### config.mk
export PLATFORM = sky130hd
export DESIGN_NAME = fptrom_top
export DESIGN_NICKNAME = d
export VERILOG_FILES = /design/src/design/fptrom_pkg.sv /design/src/design/fptrom_rst_seq.sv /design/src/design/fptrom_table.sv /design/src/design/fptrom_top.sv
export SDC_FILE = /design/constraint.sdc
export NUM_CORES = 1
export LEC_CHECK = 0
export BUFFER_PORTS_ARGS = -buffer_cell sky130_fd_sc_hd__buf_2
export CAP_MARGIN = 10
export CORE_UTILIZATION = 40
export DETAILED_ROUTE_END_ITERATION = 8
export PLACE_DENSITY = 0.65
export SYNTH_ARGS = -nofsm -noshare
export SYNTH_HDL_FRONTEND = slang
export SYNTH_SLANG_ARGS = --single-unit
### constraint.sdc
create_clock -name clk -period 2.29 [get_ports clk]
set_clock_uncertainty 0.2 [all_clocks]
set_input_delay 0.3435 -clock clk [delete_from_list [all_inputs] [get_ports clk]]
set_output_delay 0.3435 -clock clk [all_outputs]
set_load 0.03 [all_outputs]
### src/design/fptrom_pkg.sv
package fptrom_pkg;
  // register offsets on the bus, byte addresses
  localparam logic [11:0] CTRL_OFF = 12'h000;
  localparam logic [11:0] PTR_OFF = 12'h004;
  localparam logic [11:0] DATA_OFF = 12'h008;
  localparam logic [11:0] STAT_OFF = 12'h00C;
  localparam logic [11:0] CMD_OFF = 12'h010;
  // table window: byte address of the table plus this base
  localparam logic [11:0] WIN_BASE = 12'h100;

  // control register fields
  localparam int unsigned CTRL_AUTOINC = 0;
  localparam int unsigned CTRL_WRAP_EN = 1;
  localparam int unsigned CTRL_LEN_LSB = 2;
  localparam logic [3:0] CTRL_RESET = 4'h1;
  localparam logic [7:0] PTR_RESET = 8'h00;
  localparam int unsigned STAT_ARMED = 8;

  // word indices of the table (byte address / 4)
  localparam logic [5:0] IDX_DUAL = 6'h0F;
  localparam logic [5:0] IDX_FLAGS = 6'h10;
  localparam logic [5:0] IDX_ALL_DUAL = 6'h11;
  localparam logic [5:0] IDX_ALL_QUAD = 6'h12;
  localparam logic [5:0] IDX_ERASE12 = 6'h13;
  localparam logic [5:0] IDX_ERASE34 = 6'h14;
  localparam logic [5:0] IDX_FEAT = 6'h25;
  localparam logic [5:0] IDX_LOCK = 6'h26;

  // fast read fields
  localparam logic [4:0] DUAL_OUT_WAIT = 5'h08;
  localparam logic [2:0] DUAL_OUT_MODE = 3'h0;
  localparam logic [7:0] DUAL_OUT_OP = 8'h3B;
  localparam logic [4:0] DUAL_IO_WAIT = 5'h00;
  localparam logic [2:0] DUAL_IO_MODE = 3'h4;
  localparam logic [7:0] DUAL_IO_OP = 8'hBB;
  localparam logic [7:0] UNSUP_OP = 8'hFF;
  localparam logic [7:0] NONE_FIELDS = 8'h00;

  // erase types: size code is log2 of bytes, zero means absent
  localparam logic [7:0] ERASE1_SIZE = 8'h0C;
  localparam logic [7:0] ERASE1_OP = 8'h20;
  localparam logic [7:0] ERASE2_SIZE = 8'h0F;
  localparam logic [7:0] ERASE2_OP = 8'h52;
  localparam logic [7:0] ERASE3_SIZE = 8'h10;
  localparam logic [7:0] ERASE3_OP = 8'hD8;
  localparam logic [7:0] ERASE4_SIZE = 8'h08;
  localparam logic [7:0] ERASE4_OP = 8'h81;

  // commands and feature codes
  localparam logic [7:0] RST_EN_OP = 8'h66;
  localparam logic [7:0] RST_OP = 8'h99;
  localparam logic [7:0] WRAP_OP = 8'h77;
  localparam logic [7:0] WRAP_LEN_CODE = 8'h64;
  localparam logic [7:0] LOCK_OP = 8'hFF;

  localparam logic [31:0] WORD_UNUSED = 32'hFFFF_FFFF;
  localparam logic [31:0] WORD_DUAL = {DUAL_IO_OP, DUAL_IO_MODE, DUAL_IO_WAIT,
                                       DUAL_OUT_OP, DUAL_OUT_MODE, DUAL_OUT_WAIT};
  // unused bits one, all-quad bit 4 and all-dual bit 0 zero
  localparam logic [31:0] WORD_FLAGS = {24'hFF_FFFF, 3'h7, 1'b0, 3'h7, 1'b0};
  localparam logic [31:0] WORD_NO_READ = {UNSUP_OP, NONE_FIELDS, 16'hFFFF};
  localparam logic [31:0] WORD_ERASE12 = {ERASE2_OP, ERASE2_SIZE, ERASE1_OP, ERASE1_SIZE};
  localparam logic [31:0] WORD_ERASE34 = {ERASE4_OP, ERASE4_SIZE, ERASE3_OP, ERASE3_SIZE};
  // wrap, unused, erase susp, program susp, reset op, sw rst, dpd, hold, hw rst
  localparam logic [31:0] WORD_FEAT = {WRAP_LEN_CODE, WRAP_OP, 4'hF, RST_OP,
                                       4'hE};
  // unused, perm lock, read lock, otp, volatile default, lock op, nonvol, lock
  localparam logic [31:0] WORD_LOCK = {16'hFFFF, 2'h3, 3'h1, 1'b0, LOCK_OP,
                                       2'h0};
endpackage

### src/design/fptrom_rst_seq.sv
`timescale 1ns/1ns
module fptrom_rst_seq (
  input wire logic clk,
  input wire logic rst,
  input wire logic ce,
  input wire logic cmd_valid,
  input wire logic [7:0] cmd_op,
  output logic armed,
  output logic soft_rst
);
  logic armed_r;
  logic armed_nxt;
  logic soft_r;
  logic soft_nxt;

  always_comb
  begin
    armed_nxt = armed_r;
    soft_nxt = 1'b0;
    if (cmd_valid)
    begin
      armed_nxt = (cmd_op == fptrom_pkg::RST_EN_OP);
      soft_nxt = armed_r && (cmd_op == fptrom_pkg::RST_OP);
    end
  end

  always_ff @(posedge clk)
  begin
    if (rst)
    begin
      armed_r <= 1'b0;
      soft_r <= 1'b0;
    end
    else if (ce)
    begin
      armed_r <= armed_nxt;
      soft_r <= soft_nxt;
    end
  end

  assign armed = armed_r;
  assign soft_rst = soft_r;

  pair_fires_a: assert property (@(posedge clk) disable iff (rst)
    ce && cmd_valid && armed_r && cmd_op == fptrom_pkg::RST_OP |=> soft_r)
    else $error("reset pair did not fire");
  lone_reset_a: assert property (@(posedge clk) disable iff (rst)
    ce && cmd_valid && !(armed_r && cmd_op == fptrom_pkg::RST_OP) |=> !soft_r)
    else $error("reset fired without enable");
  soft_reset_c: cover property (@(posedge clk) disable iff (rst) ce && soft_r);
endmodule

### src/design/fptrom_table.sv
`timescale 1ns/1ns
module fptrom_table (
  input wire logic clk,
  input wire logic rst,
  input wire logic ce,
  input wire logic rd_en,
  input wire logic [5:0] rd_idx,
  output logic [31:0] rd_word
);
  logic [31:0] word_r;
  logic [31:0] word_nxt;

  always_comb
  begin
    word_nxt = word_r;
    if (rd_en)
    begin
      case (rd_idx)
        fptrom_pkg::IDX_DUAL: word_nxt = fptrom_pkg::WORD_DUAL;
        fptrom_pkg::IDX_FLAGS: word_nxt = fptrom_pkg::WORD_FLAGS;
        fptrom_pkg::IDX_ALL_DUAL: word_nxt = fptrom_pkg::WORD_NO_READ;
        fptrom_pkg::IDX_ALL_QUAD: word_nxt = fptrom_pkg::WORD_NO_READ;
        fptrom_pkg::IDX_ERASE12: word_nxt = fptrom_pkg::WORD_ERASE12;
        fptrom_pkg::IDX_ERASE34: word_nxt = fptrom_pkg::WORD_ERASE34;
        fptrom_pkg::IDX_FEAT: word_nxt = fptrom_pkg::WORD_FEAT;
        fptrom_pkg::IDX_LOCK: word_nxt = fptrom_pkg::WORD_LOCK;
        default: word_nxt = fptrom_pkg::WORD_UNUSED;
      endcase
    end
  end

  always_ff @(posedge clk)
  begin
    if (rst)
      word_r <= fptrom_pkg::WORD_UNUSED;
    else if (ce)
      word_r <= word_nxt;
  end

  assign rd_word = word_r;

  dual_word_a: assert property (@(posedge clk) disable iff (rst)
    ce && rd_en && rd_idx == fptrom_pkg::IDX_DUAL |=> rd_word == 32'hBB80_3B08)
    else $error("dual read word wrong");
  flag_word_a: assert property (@(posedge clk) disable iff (rst)
    ce && rd_en && rd_idx == fptrom_pkg::IDX_FLAGS |=> rd_word == 32'hFFFF_FFEE)
    else $error("full width flag word wrong");
  no_read_a: assert property (@(posedge clk) disable iff (rst)
    ce && rd_en && (rd_idx == fptrom_pkg::IDX_ALL_DUAL || rd_idx == fptrom_pkg::IDX_ALL_QUAD)
    |=> rd_word == 32'hFF00_FFFF)
    else $error("unsupported read word wrong");
  erase_lo_a: assert property (@(posedge clk) disable iff (rst)
    ce && rd_en && rd_idx == fptrom_pkg::IDX_ERASE12 |=> rd_word == 32'h520F_200C)
    else $error("erase types 1 2 wrong");
  erase_hi_a: assert property (@(posedge clk) disable iff (rst)
    ce && rd_en && rd_idx == fptrom_pkg::IDX_ERASE34 |=> rd_word == 32'h8108_D810)
    else $error("erase types 3 4 wrong");
  feat_word_a: assert property (@(posedge clk) disable iff (rst)
    ce && rd_en && rd_idx == fptrom_pkg::IDX_FEAT |=> rd_word == 32'h6477_F99E)
    else $error("feature word wrong");
  lock_word_a: assert property (@(posedge clk) disable iff (rst)
    ce && rd_en && rd_idx == fptrom_pkg::IDX_LOCK |=> rd_word == 32'hFFFF_CBFC)
    else $error("lock word wrong");
  unused_ones_a: assert property (@(posedge clk) disable iff (rst)
    ce && rd_en && (rd_idx < fptrom_pkg::IDX_DUAL || rd_idx > fptrom_pkg::IDX_LOCK)
    |=> rd_word == fptrom_pkg::WORD_UNUSED)
    else $error("unused word not all ones");
endmodule

### src/design/fptrom_top.sv
// Local design decisions: the placing of the registers and the APB slave port.
`timescale 1ns/1ns
// Behaviour
// - dual-output fast read shows 8 wait clocks, no mode bits, opcode 3BH.
// - dual-io fast read shows 0 wait clocks, mode field 100b, opcode BBH.
// - all-dual fast read reads unsupported, zero fields, opcode FFH.
// - all-quad fast read reads unsupported, zero fields, opcode FFH.
// - erase sizes are log2 bytes, zero absent; type 1 is 0CH with 20H.
// - erase type 2 is size 0FH (32 KB) with opcode 52H.
// - erase type 3 is size 10H (64 KB) with opcode D8H.
// - erase type 4 is size 08H (256 bytes) with opcode 81H.
// - software reset acts only on 66H followed directly by 99H.
// - wrap read uses opcode 77H, length code 64H gives 8 to 64 bytes.
// - hold pin reads supported, hardware reset pin unsupported.
// - deep power-down and software reset read supported.
// - program and erase suspend/resume read supported.
// - block locking unsupported, lock opcode FFH, volatile default zero.
// - secured OTP supported, read lock and permanent lock unsupported.
// - every unused bit of the table reads as one.
module fptrom_top (
  input wire logic clk,
  input wire logic rst,
  input wire logic ce,
  input wire logic psel,
  input wire logic penable,
  input wire logic pwrite,
  input wire logic [11:0] paddr,
  input wire logic [31:0] pwdata,
  input wire logic [3:0] pstrb,
  output logic [31:0] prdata,
  output logic pready,
  output logic pslverr,
  output logic soft_reset
);
  logic setup;
  logic access;
  logic done;
  logic win_hit;
  logic reg_hit;
  logic bad_req;
  logic [5:0] rom_idx;
  logic [31:0] rom_q;
  logic [7:0] data_byte;
  logic [7:0] wrap_mask;
  logic [7:0] ptr_step;
  logic [31:0] rd_mux;
  logic cmd_valid;
  logic armed;
  logic soft_rst;

  logic [7:0] ptr_r;
  logic [7:0] ptr_nxt;
  logic [3:0] ctrl_r;
  logic [3:0] ctrl_nxt;
  logic [1:0] bytesel_r;
  logic [1:0] bytesel_nxt;
  logic pready_r;
  logic pready_nxt;
  logic pslverr_r;
  logic pslverr_nxt;
  logic [31:0] prdata_r;
  logic [31:0] prdata_nxt;

  // request decode
  always_comb
  begin
    setup = psel && !penable;
    access = psel && penable;
    done = access && pready_r;
    win_hit = (paddr[11:8] == fptrom_pkg::WIN_BASE[11:8]);
    reg_hit = (paddr == fptrom_pkg::CTRL_OFF) || (paddr == fptrom_pkg::PTR_OFF) ||
              (paddr == fptrom_pkg::DATA_OFF) || (paddr == fptrom_pkg::STAT_OFF) ||
              (paddr == fptrom_pkg::CMD_OFF);
    // the table is read only; a write into it is refused
    bad_req = !(reg_hit || (win_hit && paddr[1:0] == 2'h0)) || (win_hit && pwrite);
    // a window access reads the addressed word, anything else the pointer word
    rom_idx = win_hit ? paddr[7:2] : ptr_r[7:2];
  end

  // table lookup is registered and taken at the setup edge, so the word is ready in the first access cycle
  fptrom_table u_table (
    .clk(clk),
    .rst(rst),
    .ce(ce),
    .rd_en(setup),
    .rd_idx(rom_idx),
    .rd_word(rom_q)
  );

  fptrom_rst_seq u_rst_seq (
    .clk(clk),
    .rst(rst),
    .ce(ce),
    .cmd_valid(cmd_valid),
    .cmd_op(pwdata[7:0]),
    .armed(armed),
    .soft_rst(soft_rst)
  );

  // pointer stepping and byte extraction
  always_comb
  begin
    data_byte = rom_q[{bytesel_r, 3'h0} +: 8];
    wrap_mask = 8'((9'h008 << ctrl_r[fptrom_pkg::CTRL_LEN_LSB +: 2]) - 9'h001);
    if (ctrl_r[fptrom_pkg::CTRL_WRAP_EN])
      ptr_step = (ptr_r & ~wrap_mask) | (8'(ptr_r + 8'h01) & wrap_mask);
    else
      ptr_step = 8'(ptr_r + 8'h01);
  end

  // read data selection
  always_comb
  begin
    rd_mux = 32'h0000_0000;
    if (win_hit)
      rd_mux = rom_q;
    else
    begin
      case (paddr)
        fptrom_pkg::CTRL_OFF: rd_mux = {28'h000_0000, ctrl_r};
        fptrom_pkg::PTR_OFF: rd_mux = {24'h00_0000, ptr_r};
        fptrom_pkg::DATA_OFF: rd_mux = {24'h00_0000, data_byte};
        fptrom_pkg::STAT_OFF: rd_mux = {23'h00_0000, armed, ptr_r};
        default: rd_mux = 32'h0000_0000;
      endcase
    end
  end

  // bus answer: one wait cycle, then pready for exactly one cycle
  always_comb
  begin
    pready_nxt = 1'b0;
    pslverr_nxt = 1'b0;
    prdata_nxt = prdata_r;
    bytesel_nxt = bytesel_r;
    if (setup)
      bytesel_nxt = ptr_r[1:0];
    if (access && !pready_r)
    begin
      pready_nxt = 1'b1;
      pslverr_nxt = bad_req;
      if (!pwrite)
        prdata_nxt = bad_req ? 32'h0000_0000 : rd_mux;
    end
  end

  // register state and side effects, taken at the completing edge; the soft reset clear lands one edge later
  always_comb
  begin
    ptr_nxt = ptr_r;
    ctrl_nxt = ctrl_r;
    cmd_valid = 1'b0;
    if (soft_rst)
    begin
      ptr_nxt = fptrom_pkg::PTR_RESET;
      ctrl_nxt = fptrom_pkg::CTRL_RESET;
    end
    else if (done && !pslverr_r)
    begin
      if (pwrite)
      begin
        if (pstrb[0])
        begin
          case (paddr)
            fptrom_pkg::CTRL_OFF: ctrl_nxt = pwdata[3:0];
            fptrom_pkg::PTR_OFF: ptr_nxt = pwdata[7:0];
            fptrom_pkg::CMD_OFF: cmd_valid = 1'b1;
            default: ctrl_nxt = ctrl_r;
          endcase
        end
      end
      else if (paddr == fptrom_pkg::DATA_OFF && ctrl_r[fptrom_pkg::CTRL_AUTOINC])
      begin
        ptr_nxt = ptr_step;
      end
    end
  end

  always_ff @(posedge clk)
  begin
    if (rst)
    begin
      ptr_r <= fptrom_pkg::PTR_RESET;
      ctrl_r <= fptrom_pkg::CTRL_RESET;
      bytesel_r <= 2'h0;
      pready_r <= 1'b0;
      pslverr_r <= 1'b0;
      prdata_r <= 32'h0000_0000;
    end
    else if (ce)
    begin
      ptr_r <= ptr_nxt;
      ctrl_r <= ctrl_nxt;
      bytesel_r <= bytesel_nxt;
      pready_r <= pready_nxt;
      pslverr_r <= pslverr_nxt;
      prdata_r <= prdata_nxt;
    end
  end

  assign prdata = prdata_r;
  assign pready = pready_r;
  assign pslverr = pslverr_r;
  assign soft_reset = soft_rst;

  pready_pulse_a: assert property (@(posedge clk) disable iff (rst)
    ce && done |=> !pready_r)
    else $error("pready held past completion");
  wait_one_a: assert property (@(posedge clk) disable iff (rst)
    ce && access && !pready_r |=> pready_r)
    else $error("answer not after one wait cycle");
  ptr_step_a: assert property (@(posedge clk) disable iff (rst)
    ce && done && !pwrite && !pslverr_r && paddr == fptrom_pkg::DATA_OFF &&
    ctrl_r[fptrom_pkg::CTRL_AUTOINC] && !ctrl_r[fptrom_pkg::CTRL_WRAP_EN]
    |=> ptr_r == 8'($past(ptr_r) + 8'h01))
    else $error("pointer did not advance by one");
  wrap_keep_a: assert property (@(posedge clk) disable iff (rst)
    ce && done && !pwrite && paddr == fptrom_pkg::DATA_OFF &&
    ctrl_r[fptrom_pkg::CTRL_AUTOINC] && ctrl_r[fptrom_pkg::CTRL_WRAP_EN]
    |=> (ptr_r & ~$past(wrap_mask)) == ($past(ptr_r) & ~$past(wrap_mask)))
    else $error("wrap read left its window");
  soft_clear_a: assert property (@(posedge clk) disable iff (rst)
    ce && soft_rst |=> ptr_r == fptrom_pkg::PTR_RESET && ctrl_r == fptrom_pkg::CTRL_RESET)
    else $error("soft reset did not clear state");
  win_write_a: assert property (@(posedge clk) disable iff (rst)
    ce && access && !pready_r && win_hit && pwrite |=> pready_r && pslverr_r)
    else $error("table write not refused");
  data_byte_a: assert property (@(posedge clk) disable iff (rst)
    ce && access && !pready_r && !pwrite && paddr == fptrom_pkg::DATA_OFF
    |=> prdata_r == {24'h00_0000, $past(data_byte)})
    else $error("data byte read wrong");

  // refusals: flagged with ready, no data leaks out
  refuse_zero_a: assert property (@(posedge clk) disable iff (rst)
    ce && access && !pready_r && !pwrite && bad_req
    |=> pslverr_r && prdata_r == 32'h0000_0000)
    else $error("refused read did not return zero");
  err_ready_a: assert property (@(posedge clk) disable iff (rst)
    pslverr_r |-> pready_r)
    else $error("error flag without ready");
  unmapped_a: assert property (@(posedge clk) disable iff (rst)
    ce && access && !pready_r && !reg_hit && !win_hit |=> pslverr_r)
    else $error("unmapped address not refused");
  unaligned_a: assert property (@(posedge clk) disable iff (rst)
    ce && access && !pready_r && win_hit && paddr[1:0] != 2'h0 |=> pslverr_r)
    else $error("unaligned window address not refused");
  idle_quiet_a: assert property (@(posedge clk) disable iff (rst)
    ce && !psel |=> !pready_r)
    else $error("ready without a request");

  // register writes land only at the completing edge
  ptr_write_a: assert property (@(posedge clk) disable iff (rst)
    ce && done && pwrite && !pslverr_r && pstrb[0] && paddr == fptrom_pkg::PTR_OFF &&
    !soft_rst |=> ptr_r == 8'($past(pwdata)))
    else $error("pointer write lost");
  ctrl_write_a: assert property (@(posedge clk) disable iff (rst)
    ce && done && pwrite && !pslverr_r && pstrb[0] && paddr == fptrom_pkg::CTRL_OFF &&
    !soft_rst |=> ctrl_r == 4'($past(pwdata)))
    else $error("control write lost");
  strobe_off_a: assert property (@(posedge clk) disable iff (rst)
    ce && done && pwrite && !pstrb[0] && !soft_rst
    |=> ptr_r == $past(ptr_r) && ctrl_r == $past(ctrl_r) && armed == $past(armed))
    else $error("write without strobe had an effect");

  // no read moves the pointer except a completed data read with autoinc on
  read_still_a: assert property (@(posedge clk) disable iff (rst)
    ce && done && !pwrite && paddr != fptrom_pkg::DATA_OFF && !soft_rst
    |=> ptr_r == $past(ptr_r))
    else $error("pointer moved on another read");
  hold_ptr_a: assert property (@(posedge clk) disable iff (rst)
    ce && done && !pwrite && !ctrl_r[fptrom_pkg::CTRL_AUTOINC] && !soft_rst
    |=> ptr_r == $past(ptr_r))
    else $error("pointer moved with autoinc off");
  freeze_a: assert property (@(posedge clk) disable iff (rst)
    !ce
    |=> $stable(ptr_r) && $stable(ctrl_r) && $stable(pready_r) && $stable(prdata_r))
    else $error("state changed while clock enable low");

  // reset enable arms; the pair is consumed by the pulse
  arm_on_enable_a: assert property (@(posedge clk) disable iff (rst)
    ce && done && pwrite && !pslverr_r && pstrb[0] && paddr == fptrom_pkg::CMD_OFF &&
    pwdata[7:0] == fptrom_pkg::RST_EN_OP && !soft_rst |=> armed)
    else $error("reset enable did not arm");
  pair_used_a: assert property (@(posedge clk) disable iff (rst)
    ce && soft_rst |-> !armed)
    else $error("still armed after reset");
  soft_once_a: assert property (@(posedge clk) disable iff (rst)
    ce && soft_rst |=> !soft_rst)
    else $error("soft reset longer than one cycle");

  win_read_c: cover property (@(posedge clk) disable iff (rst)
    ce && done && win_hit && !pwrite);
  serial_read_c: cover property (@(posedge clk) disable iff (rst)
    ce && done && !pwrite && paddr == fptrom_pkg::DATA_OFF);
  wrap_turn_c: cover property (@(posedge clk) disable iff (rst)
    ce && done && !pwrite && ctrl_r[fptrom_pkg::CTRL_WRAP_EN] &&
    paddr == fptrom_pkg::DATA_OFF && (ptr_r & wrap_mask) == wrap_mask);
  refuse_c: cover property (@(posedge clk) disable iff (rst)
    ce && done && pslverr_r);
endmodule
==> results.txt <==
Max-cap violations -> 0
DP Cell Count -> 626
crit path kind -> input port to register
crit end category -> register
Fmax -> 454 MHz
vias in the first global route -> 3607
gr usage total -> 0.248
combinational fraction of design power -> 0.101
Die Y -> 96.9 µm
leakage power -> 1.85 nW
Yosys cell types -> 68
Fill cells -> 858
Post-synth EDFFs -> 0
# IOs -> 89
setup ws final -> 0.0853 ns
Top FF cell, synth -> dfxtp_1
PD cells -> 546 nW/µm²
number of nets with antenna violations after routing -> 0
Die ar. -> 9400 µm²
initial antenna violation count -> 0
routed via count -> 3801
Final #Nets -> 584
DR iter-0 viols -> 337
count leader, synth -> dfxtp_1
Max clock buf depth -> 2
sinks on the clock net -> 62
die width -> 96.9 µm
drt wl/cell -> 18.0 µm
final hold vios -> 0
HP Class -> input port to register
total CTS buffers -> 9
clk_lat worst skew -> 0.36 ns
CTS H-Tree Depth -> 3
commonest cells in the synthesized netlist -> dfxtp_1 (62), nor2_1 (53), nand2_1 (33)
diode count -> 0
dpl ws -> -0.263 ns
area leader, netlist -> dfxtp_1
Overall Power -> 2.48 mW
final setup violating endpoints -> 0
#FFs+latches synth -> 62
post-route DRC violation count -> 0
global-route wire length before repair -> 18.6 mm
# rows -> 34
VDD IR max -> 0.301 mV
post-DR vias/cell -> 5.92
post-CTS setup buffer count -> 0
max-slew violations -> 0
design area -> 4550 µm²
CP Cell Sequence -> buf_2, or4b_1, buf_4, mux2_2, and2_1, nand2_1, o211ai_1
Layout Cells excl Fill -> 642
Internal -> 1.82 mW
slew margin rel. -> 0.624
Seq pwr share -> 0.448
CTS tree -> yes
GR Overflow Total -> 0
initial core utilization -> 0.413
CP max stage cell -> or4b_1
synthesized netlist cell count -> 439
switching share of total power -> 0.266
Yosys warning count -> 0
Hold-fix buffers, CTS -> 0
layout cells sized above 1 -> 0.298
Core ar. -> 8720 µm²
syn avg cell area -> 8.21 µm²
post-layout util -> 0.522
share of the synthesized area in the top cell type -> 0.344
Worst Path Arrival -> 2.24 ns
clock-pin slew on the worst setup and hold paths -> 0.08 ns
final wirelength -> 11.6 mm
DPL Wire Length -> 8.81 mm
FF/Latch Area -> 1240 µm²
Layout area overhead -> 26.2%
worst slew pin tran -> 0.564 ns
Multi-input gate area -> 2140 µm²
cts repair resizes -> 0
pin count of the biggest net entering global routing -> 25
sequential share of the synthesized area -> 0.344
post-route minimum period -> 2.20 ns
First-pass DRT Iterations -> 7
dpl cell area -> 4320 µm²
P_sw -> 0.660 mW
RSZ-0062 raised after global routing -> no
Critical Path Max Stage Delay -> 0.70 ns
Clock power frac -> 0.452
Worst Path Required -> 2.33 ns
IO buf count -> 61
outcome -> complete, no violations
post-synth net total -> 494
crit path launch type -> input port
critical path peak fanout -> 9
period utilisation layout -> 0.963
Area contributors post-synth -> dfxtp_1 (34%), nor2_1 (5.5%), a22oi_1 (4.4%), mux4_2 (3.7%), nand2_1 (3.4%)
Async SR Flop Fraction -> 0
Root Buffer -> clkbuf_8
GPL Wtd Cong -> 0.911
Cell Area, Synth -> 3600 µm²
## registers in the layout (all words and copies together) (netlist names), 2 cells and up
name and count:
u_table.rd_word 20, ctrl_r 4, bytesel_r 2, prdata 24, ptr_r 8
## worst paths after layout
path,from,endpoint,slack [ns],cells past startpoint
worst min register to register,prdata[5],prdata[5],0.30,1
worst max register to register,ptr_r[6],u_table.rd_word[28],0.13,5
worst min-delay path,pwdata[4],u_rst_seq.soft_rst,0.08,3
worst max-delay path,paddr[9],u_table.rd_word[26],0.09,7
## power groups by stage
stage | registers, mW | logic, mW | clock network [mW]
CTS | 1.11 | 0.247 | 1.12
global route | 1.11 | 0.273 | 1.18
finish | 1.11 | 0.250 | 1.12
floorplan | 1.13 | 0.136 | 0
detailed placement | 1.14 | 0.246 | 0
global placement | 1.14 | 0.241 | 0
## kinds of logic (layout without fill, tap and decap cells)
| group | after synthesis | count (layout) | synth area share |
|---|---|---|---|
| AOI/OAI and AO/OA | 114 | 114 | 0.229 |
| xor gates and xnor gates | 5 | 5 | 0.0122 |
| adders and majority gates | 1 | 1 | 0.00347 |
| buffers and inverters | 53 | 148 | 0.0649 |
| DFF | 62 | 62 | 0.344 |
| muxes | 17 | 17 | 0.0684 |
| and+or+nand+nor | 187 | 187 | 0.278 |
## layout by cell type, fill, tap and decap left out, types with 4 or more instances in the layout
cell type / instances
nor3_1: 7
nor2b_1: 4
nand2b_1: 18
a22oi_1: 21
nor4_1: 9
mux2i_1: 10
nand4b_1: 4
a21oi_1: 21
dfxtp_1: 62
inv_1: 13
nand4_1: 4
o32ai_1: 4
mux4_2: 6
nor2_1: 53
o22ai_1: 6
or3_1: 4
nand3_1: 19
buf_2: 61
nor4b_1: 5
o21ai_0: 23
buf_4: 57
nand2_1: 33
clkbuf_8: 9
## worst max-delay path, delay by kind of cell
| family | cells | cell delay [ns] |
|---|---|---|
| buffers and inverters | 2 | 0.36 |
| AND/OR/NAND/NOR | 3 | 1.08 |
| AO/OA/AOI/OAI | 1 | 0.13 |
| multiplexers | 1 | 0.32 |
## metrics by stage
stage                     hold slack, ns  TNS, ns
after floorplan                    0.255        0
after global placement             0.270    -4.01
after detailed placement           0.266    -5.11
after CTS                         0.0744        0
after global routing              0.0920        0
final                             0.0772        0
## layer usage
metal,global-route usage,part of all wire
met5,0,0
met4,0.0861,0.019
met3,0.0419,0.055
met2,0.389,0.45
met1,0.343,0.47
## area by class of cell
| type | instances | area share |
|---|---|---|
| Multi-Input combinational cell | 324 | 0.471 |
| Inverter | 13 | 0.0107 |
| Tap cell | 108 | 0.0297 |
| Timing Repair Buffer | 119 | 0.166 |
| Clock inverter | 7 | 0.0226 |
| Sequential cell | 62 | 0.273 |
| Clock buffer | 9 | 0.0272 |
No activity file was read; power rests on OpenSTA's default activity.
